`src/include/port1_defs.vh`:
```
`ifndef PORT1_DEFS_VH
`define PORT1_DEFS_VH

// Register addresses, lower 20 bits of the advanced-mode address
`define ADDR_W            20
`define PORT_DIR_ADDR     20'hee000
`define PORT_LATCH_ADDR   20'hfffd0

// Port geometry
`define PORT_W            8
`define MODE_W            3

// Operating mode codes as strapped on the mode pins
`define MODE_EXP_FIRST    3'h1
`define MODE_EXP_LAST     3'h4
`define MODE_EXP_ROM      3'h5
`define MODE_SINGLE_A     3'h6
`define MODE_SINGLE_B     3'h7

// Initial values and fixed read values
`define DIR_INIT_EXP      8'hff
`define DIR_INIT_OTHER    8'h00
`define LATCH_INIT        8'h00
`define DIR_READ_VALUE    8'hff
`define UNMAPPED_READ     8'h00
`define RDATA_IDLE        8'h00

// Life-cycle state codes
`define LC_W              2
`define LC_INIT           2'h0
`define LC_RUN            2'h1
`define LC_HW_STBY        2'h2
`define LC_SW_STBY        2'h3

`endif

```
`src/hw/byte_reg.v`:
```
`timescale 1ns/1ps
// Storage byte with constant async reset, sync initialise and write
module byte_reg #(
	parameter             WIDTH     = 8,
	parameter [WIDTH-1:0] RESET_VAL = {WIDTH{1'b0}}
) (
	input  wire             core_clk,
	input  wire             rstn,
	input  wire             init_en,
	input  wire [WIDTH-1:0] init_val,
	input  wire             wr_en,
	input  wire [WIDTH-1:0] wr_data,
	output wire [WIDTH-1:0] q
);

	reg [WIDTH-1:0] value_reg;
	reg [WIDTH-1:0] value_next;

	// Initialise beats a write so standby entry cannot be undone by software
	always @* begin
		value_next = value_reg;
		if (init_en) begin
			value_next = init_val;
		end else if (wr_en) begin
			value_next = wr_data;
		end
	end

	// Async reset takes only the constant; mode-dependent values load later
	always @(posedge core_clk or negedge rstn) begin
		if (!rstn) begin
			value_reg <= RESET_VAL;
		end else begin
			value_reg <= value_next;
		end
	end

	assign q = value_reg;

endmodule

```
`src/hw/port_pin_cell.v`:
```
`timescale 1ns/1ps
// One port pin: chooses address or latch drive and the output enable
module port_pin_cell (
	input  wire core_clk,
	input  wire rstn,
	input  wire drive_en,
	input  wire addr_sel,
	input  wire addr_bit,
	input  wire latch_bit,
	input  wire dir_bit,
	input  wire pin_in,
	output reg  pin_out,
	output reg  pin_oe_n,
	output wire read_bit
);

	// Pin stage is registered so the pad sees no decode glitches
	always @(posedge core_clk or negedge rstn) begin
		if (!rstn) begin
			pin_out  <= 1'b0;
			pin_oe_n <= 1'b1;
		end else begin
			pin_out  <= addr_sel ? addr_bit : latch_bit;
			pin_oe_n <= ~drive_en;
		end
	end

	// Input pins read the live level, output pins read back the latch
	assign read_bit = dir_bit ? latch_bit : pin_in;

endmodule

```
`src/hw/port1_address_gpio.v`:
```
// The address-and-strobe port was left to the implementer.
`timescale 1ns/1ps
`include "port1_defs.vh"
// Overview of operation
// - Modes 1-4: all pins drive address out
// - Mode 5: direction one address, zero input
// - Mode 5 after reset: all pins input
// - Modes 6-7: direction selects output or input
// - Modes 1-4: direction reads ones, writes ignored
// - Modes 5-7: direction write-only, reads ones
// - Reset/hardware standby: direction FF or 00
// - Software standby keeps direction and output drive
// - Modes 6-7: output pins drive output latch bits
// - Data read: pin if input, latch if output
// - Latch clears on reset/hardware standby, holds otherwise
// - Registers decode at their fixed addresses
module port1_address_gpio (
	input  wire                 core_clk,
	input  wire                 rstn,
	input  wire [`MODE_W-1:0]   mode_pins,
	input  wire                 hw_standby,
	input  wire                 sw_standby,
	input  wire [`PORT_W-1:0]   bus_addr,
	input  wire [`ADDR_W-1:0]   reg_addr,
	input  wire [`PORT_W-1:0]   reg_wdata,
	input  wire                 reg_wr,
	input  wire                 reg_rd,
	output reg  [`PORT_W-1:0]   reg_rdata,
	input  wire [`PORT_W-1:0]   pin_in,
	output wire [`PORT_W-1:0]   pin_out,
	output wire [`PORT_W-1:0]   pin_oe_n,
	output reg  [`PORT_W-1:0]   addr_pin_mask,
	output reg  [`LC_W-1:0]     port_state
);

	localparam [`LC_W-1:0] LC_INIT    = `LC_INIT;
	localparam [`LC_W-1:0] LC_RUN     = `LC_RUN;
	localparam [`LC_W-1:0] LC_HW_STBY = `LC_HW_STBY;
	localparam [`LC_W-1:0] LC_SW_STBY = `LC_SW_STBY;

	reg  [`MODE_W-1:0] mode_reg;
	reg  [`LC_W-1:0]   state_next;
	reg                mode_expanded;
	reg                mode_rom;
	reg                mode_single;
	reg                sel_dir;
	reg                sel_latch;
	reg                access_ok;
	reg  [`PORT_W-1:0] dir_init;
	reg  [`PORT_W-1:0] dir_eff;
	reg  [`PORT_W-1:0] drive_mask;
	reg  [`PORT_W-1:0] addr_mask;
	reg  [`PORT_W-1:0] rdata_next;
	wire               regs_init;
	wire               dir_wr;
	wire               latch_wr;
	wire [`PORT_W-1:0] dir_q;
	wire [`PORT_W-1:0] latch_q;
	wire [`PORT_W-1:0] read_bits;

	// Mode pins are a strap: caught by the clock while initialising,
	// never by the async reset, so a floating level cannot leak in
	always @(posedge core_clk or negedge rstn) begin
		if (!rstn) begin
			mode_reg <= {`MODE_W{1'b0}};
		end else if (port_state == LC_INIT) begin
			mode_reg <= mode_pins;
		end
	end

	// Decode of the captured mode into the three port personalities
	always @* begin
		mode_expanded = (mode_reg >= `MODE_EXP_FIRST) && (mode_reg <= `MODE_EXP_LAST);
		mode_rom      = (mode_reg == `MODE_EXP_ROM);
		mode_single   = (mode_reg == `MODE_SINGLE_A) || (mode_reg == `MODE_SINGLE_B);
	end

	// Life cycle: one init cycle after reset, then run or standby.
	// Hardware standby wins over software standby since it reinitialises.
	always @* begin
		case (port_state)
			LC_INIT: begin
				state_next = LC_RUN;
			end
			LC_RUN: begin
				if (hw_standby) begin
					state_next = LC_HW_STBY;
				end else if (sw_standby) begin
					state_next = LC_SW_STBY;
				end else begin
					state_next = LC_RUN;
				end
			end
			LC_HW_STBY: begin
				state_next = hw_standby ? LC_HW_STBY : LC_RUN;
			end
			LC_SW_STBY: begin
				if (hw_standby) begin
					state_next = LC_HW_STBY;
				end else if (sw_standby) begin
					state_next = LC_SW_STBY;
				end else begin
					state_next = LC_RUN;
				end
			end
			default: begin
				state_next = LC_INIT;
			end
		endcase
	end

	always @(posedge core_clk or negedge rstn) begin
		if (!rstn) begin
			port_state <= LC_INIT;
		end else begin
			port_state <= state_next;
		end
	end

	// Registers reload their initial values in the init cycle and
	// throughout hardware standby; software standby leaves them alone
	assign regs_init = (port_state == LC_INIT) || (port_state == LC_HW_STBY) || hw_standby;

	// Direction initial value follows the mode being captured; in the
	// init cycle mode_reg is not yet valid, so decode the pins directly
	always @* begin
		if (port_state == LC_INIT) begin
			if ((mode_pins >= `MODE_EXP_FIRST) && (mode_pins <= `MODE_EXP_LAST)) begin
				dir_init = `DIR_INIT_EXP;
			end else begin
				dir_init = `DIR_INIT_OTHER;
			end
		end else begin
			dir_init = mode_expanded ? `DIR_INIT_EXP : `DIR_INIT_OTHER;
		end
	end

	// Register address decode; accesses are only honoured while running,
	// since the CPU cannot issue cycles in either standby
	always @* begin
		sel_dir   = (reg_addr == `PORT_DIR_ADDR);
		sel_latch = (reg_addr == `PORT_LATCH_ADDR);
		access_ok = (port_state == LC_RUN) && !hw_standby;
	end

	// Writes to direction are dropped in modes 1-4
	assign dir_wr   = reg_wr && sel_dir && access_ok && !mode_expanded;
	assign latch_wr = reg_wr && sel_latch && access_ok;

	// Direction register; held through software standby
	byte_reg #(
		.WIDTH     (`PORT_W),
		.RESET_VAL (`DIR_INIT_OTHER)
	) u_port_direction (
		.core_clk (core_clk),
		.rstn     (rstn),
		.init_en  (regs_init),
		.init_val (dir_init),
		.wr_en    (dir_wr),
		.wr_data  (reg_wdata),
		.q        (dir_q)
	);

	// Output latch; clears on reset and hardware standby only
	byte_reg #(
		.WIDTH     (`PORT_W),
		.RESET_VAL (`LATCH_INIT)
	) u_port_output_latch (
		.core_clk (core_clk),
		.rstn     (rstn),
		.init_en  (regs_init),
		.init_val (`LATCH_INIT),
		.wr_en    (latch_wr),
		.wr_data  (reg_wdata),
		.q        (latch_q)
	);

	// Effective direction and pin roles per mode.  In modes 1-4 the
	// stored value is bypassed so a stray state can never turn an
	// address line into an input.
	always @* begin
		dir_eff    = dir_q;
		drive_mask = {`PORT_W{1'b0}};
		addr_mask  = {`PORT_W{1'b0}};
		if (mode_expanded) begin
			dir_eff    = `DIR_INIT_EXP;
			drive_mask = {`PORT_W{1'b1}};
			addr_mask  = {`PORT_W{1'b1}};
		end else if (mode_rom) begin
			drive_mask = dir_q;
			addr_mask  = dir_q;
		end else if (mode_single) begin
			drive_mask = dir_q;
		end
		// Nothing drives until the mode is known or in hardware standby
		if ((port_state == LC_INIT) || (port_state == LC_HW_STBY) || hw_standby) begin
			drive_mask = {`PORT_W{1'b0}};
			addr_mask  = {`PORT_W{1'b0}};
		end
	end

	// One cell per pin; software standby keeps the drive state intact
	genvar i;
	generate
		for (i = 0; i < `PORT_W; i = i + 1) begin : g_pin
			port_pin_cell u_cell (
				.core_clk  (core_clk),
				.rstn      (rstn),
				.drive_en  (drive_mask[i]),
				.addr_sel  (addr_mask[i]),
				.addr_bit  (bus_addr[i]),
				.latch_bit (latch_q[i]),
				.dir_bit   (dir_eff[i]),
				.pin_in    (pin_in[i]),
				.pin_out   (pin_out[i]),
				.pin_oe_n  (pin_oe_n[i]),
				.read_bit  (read_bits[i])
			);
		end
	endgenerate

	// Read mux; direction is never readable, it always shows all ones
	always @* begin
		rdata_next = `UNMAPPED_READ;
		if (sel_dir) begin
			rdata_next = `DIR_READ_VALUE;
		end else if (sel_latch) begin
			rdata_next = read_bits;
		end
	end

	// Read data stand only in the cycle after the strobe, zero otherwise
	always @(posedge core_clk or negedge rstn) begin
		if (!rstn) begin
			reg_rdata <= `RDATA_IDLE;
		end else if (reg_rd && access_ok) begin
			reg_rdata <= rdata_next;
		end else begin
			reg_rdata <= `RDATA_IDLE;
		end
	end

	// Status: which pins are currently address lines, aligned with pins
	always @(posedge core_clk or negedge rstn) begin
		if (!rstn) begin
			addr_pin_mask <= {`PORT_W{1'b0}};
		end else begin
			addr_pin_mask <= addr_mask & drive_mask;
		end
	end

endmodule

```
`config.mk`:
```
export PLATFORM = sky130hd
export DESIGN_NAME = port1_address_gpio
export DESIGN_NICKNAME = d
export VERILOG_FILES = /design/src/hw/byte_reg.v /design/src/hw/port_pin_cell.v /design/src/hw/port1_address_gpio.v
export VERILOG_INCLUDE_DIRS = /design/src /design/src/include
export SDC_FILE = /design/constraint.sdc
export NUM_CORES = 1
export LEC_CHECK = 0
export BUFFER_PORTS_ARGS = -buffer_cell sky130_fd_sc_hd__buf_2
export CELL_PAD_IN_SITES_DETAIL_PLACEMENT = 0
export CELL_PAD_IN_SITES_GLOBAL_PLACEMENT = 1
export CORE_ASPECT_RATIO = 0.9
export CORE_MARGIN = 2
export CORE_UTILIZATION = 41
export CTS_CLUSTER_SIZE = 16
export DETAILED_ROUTE_END_ITERATION = 12
export GPL_ROUTABILITY_DRIVEN = 0
export PLACE_DENSITY = 0.88
export SKIP_CTS_REPAIR_TIMING = 1
export SLEW_MARGIN = 20
export SYNTH_ARGS = -nofsm -noshare
export SYNTH_HDL_FRONTEND = slang
export SYNTH_SLANG_ARGS = --single-unit
```
`constraint.sdc`:
```
create_clock -name core_clk -period 4.4 [get_ports core_clk]
set_input_delay 0.22 -clock core_clk [delete_from_list [all_inputs] [get_ports core_clk]]
set_output_delay 0.22 -clock core_clk [all_outputs]
set_load 0.02 [all_outputs]
```
==> Word-level counts from Yosys, hierarchy flattened <==
Cells that the tools add are included.
{ "word_totals": {"input_bits": 53, "ff_bits": 53, "out_inout_bits": 34} }
{ "classes": {"eq_ne": 8, "magnitude_cmp": 4, "n_mux": 38, "n_bitwise": 9, "reduce_logical": 18} }
{ "op_table": {"columns": ["op", "n"], "rows": [
  ["8-bit two-way mux", 18],
  ["20-bit equality test, second input constant", 2],
  ["1-bit two-way mux", 16],
  ["3-bit equality test, second input constant", 3],
  ["1-bit logical AND", 9],
  ["8-bit AND", 1],
  ["1-bit NOT", 8],
  ["3-bit by 1-bit >= comparator with 1-bit output, second input constant", 2],
  ["3-bit less-or-equal comparator, second input constant", 2],
  ["2-bit two-way mux", 3],
  ["2-bit case mux with 3 select lines", 1],
  ["2-bit equality test, second input constant", 2],
  ["2-bit nonzero test", 2],
  ["1-bit logical OR", 3],
  ["2-bit by 1-bit equality test with 1-bit output, second input constant", 1],
  ["1-bit logical NOT", 2],
  ["2-bit logical NOT", 1],
  ["2-bit OR reduction", 1]
]} }

==> Longest topological paths before layout <==
{ "logic_depth": {"ltp_word": 7, "mapped_depth": 8} }

==> By module <==
Synthesis repeated with hierarchy kept, for this count alone.
{ "hier_totals": {"cells_unflattened": 234, "hier_area_um2": 2537.4} }
{ "modules_own_cells": {"columns": ["mod", "area_each_um2", "cells_each", "seq_area_each_um2", "n_inst"], "rows": [
  ["port1_address_gpio", 1141.1, 126, 525.5, 1],
  ["byte_reg", 372.9, 34, 200.2, 2],
  ["port_pin_cell", 81.3, 5, 51.3, 8]
]} }

==> Least setup slack after synthesis <==
OpenSTA, ideal clock, no wires.
{ "synth_path": {"path_type": "input to register", "start": "in reg_addr[9]", "end": "reg u_port_direction.value_reg[5], in the netlist u_port_direction.q[5]", "path_buffers": 1, "t_arrival_ns": 1.617, "cell_stages": 6, "slack_ns": 2.644, "required_ns": 4.261, "path_cell_list": "or4_4 -> nor3_4 -> nand4_4 -> buf_6 -> o41ai_2 -> a2bb2oi_1"} }
{ "synth_between": {"elab_chain_cells": 5} }
{ "synth_rtl": {"columns": ["item", "line", "source"], "rows": [
  ["from (decl)", "port1_address_gpio.v:24", "input wire [`ADDR_W-1:0] reg_addr,"],
  ["20-bit equality test (no line)", null, null],
  ["1-bit logical AND (3 in series)", "port1_address_gpio.v:147", "assign dir_wr = reg_wr && sel_dir && access_ok && !mode_expanded;"],
  ["2-bit nonzero test (no line)", null, null],
  ["to (signal assigned)", "byte_reg.v:34", "value_reg <= value_next;"],
  ["to (decl)", "byte_reg.v:16", "reg [WIDTH-1:0] value_reg;"]
]} }
Every way passes these cells.
A chain may end at the register's enable or synchronous reset.

==> Worst setup path after layout <==
{ "layout_path": {"start": "reg mode_reg[1]", "end": "reg u_port_direction.value_reg[4], in the netlist u_port_direction.q[4]"} }
{ "layout_between": {"elab_chain_cells": 5, "elab_cells_between_ends": 9, "cone_classes": "order compare (2); mux (3); reduce/logical (4)"} }
{ "layout_rtl": {"columns": ["item", "line", "source"], "rows": [
  ["from (decl)", "port1_address_gpio.v:41", "reg [`MODE_W-1:0] mode_reg;"],
  ["from (signal assigned)", "port1_address_gpio.v:65", "mode_reg <= {`MODE_W{1'b0}};"],
  ["from (signal assigned)", "port1_address_gpio.v:67", "mode_reg <= mode_pins;"],
  ["3-bit by 1-bit >= comparator with 1-bit output (no line) / 3-bit less-or-equal comparator (equally long branches)", null, null],
  ["1-bit logical AND *", "port1_address_gpio.v:73", "mode_expanded = (mode_reg >= `MODE_EXP_FIRST) && (mode_reg <= `MODE_EXP_LAST);"],
  ["8-bit two-way mux (no line) / 1-bit logical NOT (equally long branches)", null, null],
  ["8-bit two-way mux / 1-bit logical AND (equally long branches)", "port1_address_gpio.v:127, port1_address_gpio.v:147", null],
  ["8-bit two-way mux / 2-bit nonzero test (equally long branches)", null, null]
]} }
Every way passes the cells marked *; elsewhere a longest branch is shown, timed or not.

==> results.py <==
metrics = {
    "timing": {
        "finalMaxSlewViolations": 0,
        "finalCritPeriodShare_pct": 50.6,
        "fmax_mhz": 449,
        "setup_tns_ns": 0,
        "tightest_slew_ns": 0.754,
        "holdWs_ns": 0.0179,
        "hold_viol": 0,
        "grt_setup_unrepaired": "false",
        "setup_viol": 0,
        "min_period_ns": 2.23,
        "skew_ns": 0.00367,
        "relSlewSlack_pct": 49.7,
    },
    "cts": {
        "clockBufferDepth": 2,
        "numCtsBuffers": 5,
        "clk_latency_ns": 0.31,
        "cts_num_sinks": 53,
        "clk_pin_slew_ns": 0.09,
        "cts_tree": "built",
        "root_buffer": "clkbuf_8",
        "cts_max_level": 2,
    },
    "synthesis": {
        "synthTopCellsByCount": "dfrtp_1 (45), o21ai_1 (22), buf_4 (17)",
        "async_reset_ff_share_pct": 100,
        "syn_area_sq_um": 2540,
        "yosys.area.top_type_share_pct": 44.3,
        "yosysMostFrequentCell": "dfrtp_1",
        "synth.distinct_cells": 38,
        "ys_seq_area_share_pct": 52.6,
        "synthFlopType": "dfrtp_1",
        "avgSynthCellArea_sq_um": 11.5,
        "yosysWarnings": 0,
        "synth-seq-cells": 53,
        "syn_nets": 274,
        "synthTopCellsByArea": "dfrtp_1 (44%), dfstp_2 (8.3%), buf_4 (5.0%)",
        "synth-edff-count": 0,
        "syn_inst": 221,
        "yosys.area.top_type": "dfrtp_1",
    },
    "drt": {
        "drt_iter0_drc": 96,
        "drc": 0,
        "drtPass1Iterations": 4,
        "wl_per_cell_microns": 15.8,
        "viasPerCell": 5.27,
        "vias": 1909,
        "wl_microns": 5710,
        "drtAntennaViolNets": 0,
    },
    "setup_path": {
        "startpoint_type": "flop",
        "critPathCaptureType": "flop",
        "worstReg2RegStart": "mode_reg[1]",
        "cp.required_ns": 4.57,
        "crit_type": "reg2reg",
        "worstSetupEndpoint": "u_port_direction.q[4]",
        "worstSetupStartpoint": "mode_reg[1]",
        "rr_endpoint": "u_port_direction.q[4]",
        "rr_worst_depth": 5,
        "r2r_slack_ns": 2.17,
        "cp_max_fo": 11,
        "worst_ep_arrival_time_ns": 2.40,
    },
    "cells_and_area": {
        "insertedDiodeCount": 0,
        "fin_util_pct": 49.5,
        "final_layout_size_suffix_gt1_share_pct": 40.7,
        "nets": 343,
        "syn2layout_area_growth_pct": 17.9,
    },
    "placement": {
        "io_buffers": 86,
        "dpl.hpwl_microns": 4150,
    },
    "floorplan": {
        "dieArea_sq_um": 6840,
        "dieHeight_microns": 78.7,
        "boundaryPins": 87,
        "fp-row-count": 27,
        "core_area_sq_um": 6050,
        "start_util_pct": 42.0,
        "fp.dieW_microns": 87.0,
    },
    "power": {
        "power_leakage_nw": 1.45,
        "ir_drop_uv": 160,
        "power_density_nw_per_um2": 392,
    },
    "global_route": {
        "grt.total_usage_pct": 17.0,
        "grt_max_degree": 54,
        "antenna_found_initial": 0,
        "grt_pass1_wl_microns": 8900,
        "grt-ovfl-total": 0,
        "grt_pass1_vias": 1765,
    },
    "job": {
        "drv_cap": 0,
    },
    "hold_path": {
        "hp-class": "in2async",
    },
    "run_status": {
        "status": "finished clean",
    },
}
## report_power, final
group	leakage (nW)	switching [mW]	internal, mW
clock network	0.0433	0.154	0.125
registers	0.674	0.0569	0.552
logic	0.733	0.172	0.116
total	1.45	0.383	0.792
## metal layers
layer / vias to the layer above / track usage (%) / share of wire (%)
met5: - / 0 / 0
met4: 0 / 4.53 / 1.3
met3: 6 / 4.94 / 6.8
met2: 81 / 25.9 / 46
met1: 900 / 23.8 / 46
li1: 922 / - / -
## cell usage in the layout, fill, tap and decap left out, types with 2 or more instances in the layout
| master | instances |
|---|---|
| a21oi_1 | 9 |
| o21ai_0 | 3 |
| dfrtp_1 | 45 |
| a21o_1 | 8 |
| o41ai_2 | 2 |
| clkbuf_8 | 6 |
| nand2_1 | 5 |
| mux2_2 | 3 |
| nor2_2 | 2 |
| and2_1 | 10 |
| dfstp_2 | 8 |
| nor2b_1 | 9 |
| buf_2 | 86 |
| a2bb2oi_1 | 8 |
| mux2i_1 | 8 |
| o41ai_1 | 6 |
| nand2b_1 | 2 |
| mux2_1 | 8 |
| buf_4 | 2 |
| nand4_1 | 2 |
| o21ai_1 | 22 |
| nor2_1 | 12 |
| nand3b_1 | 9 |
## worst min path at each step
stage / cells after the start / end / slack [ns] / from
finish: 2 / g_pin[7].u_cell.pin_out / 0.02 / rstn
global route: 2 / addr_pin_mask[2] / 0.08 / rstn
floorplan: 0 / addr_pin_mask[0] / -0.08 / rstn
CTS: 2 / addr_pin_mask[2] / 0.04 / rstn
global placement: 2 / addr_pin_mask[2] / 0.37 / rstn
detailed placement: 2 / addr_pin_mask[2] / 0.38 / rstn
## worst max-delay path, stage by stage, from the launching register on
cell	delay, ns
dfrtp_1	0.50
or3_1	0.44
nand2_1	0.32
nor3_1	0.09
a21oi_1	0.59
a2bb2oi_1	0.15
## cells by family (layout without fill, tap and decap cells)
family,after synthesis,after routing,synth area share (%)
compound gates,60,60,16.3
xor+xnor,1,1,0.345
buf+inv,26,95,6.75
flops,53,53,52.6
mux,19,19,8.03
simple gates,62,62,16.0
## stage by stage
stage | power, mW | cell area [sq um] | cells | setup WS, ns
after CTS | 1.18 | 3000 | 362 | 2.19
after global placement | 0.897 | 2910 | 355 | 2.25
after floorplan | 0.826 | 2540 | 221 | 2.64
final | 1.17 | 3000 | 362 | 2.17
after global routing | 1.24 | 3000 | 362 | 2.03
after detailed placement | 0.905 | 2910 | 355 | 2.21
## final cells by class
type | instances | area, sq um
clock buffers | 6 | 82.6
clock inverters | 1 | 7.51
fillers | 560 | 3050
multi-input cells | 142 | 1030
flip-flops and latches | 53 | 1340
well taps | 72 | 90.1
repair buffers | 88 | 445
(Power assumes the default switching activity.)
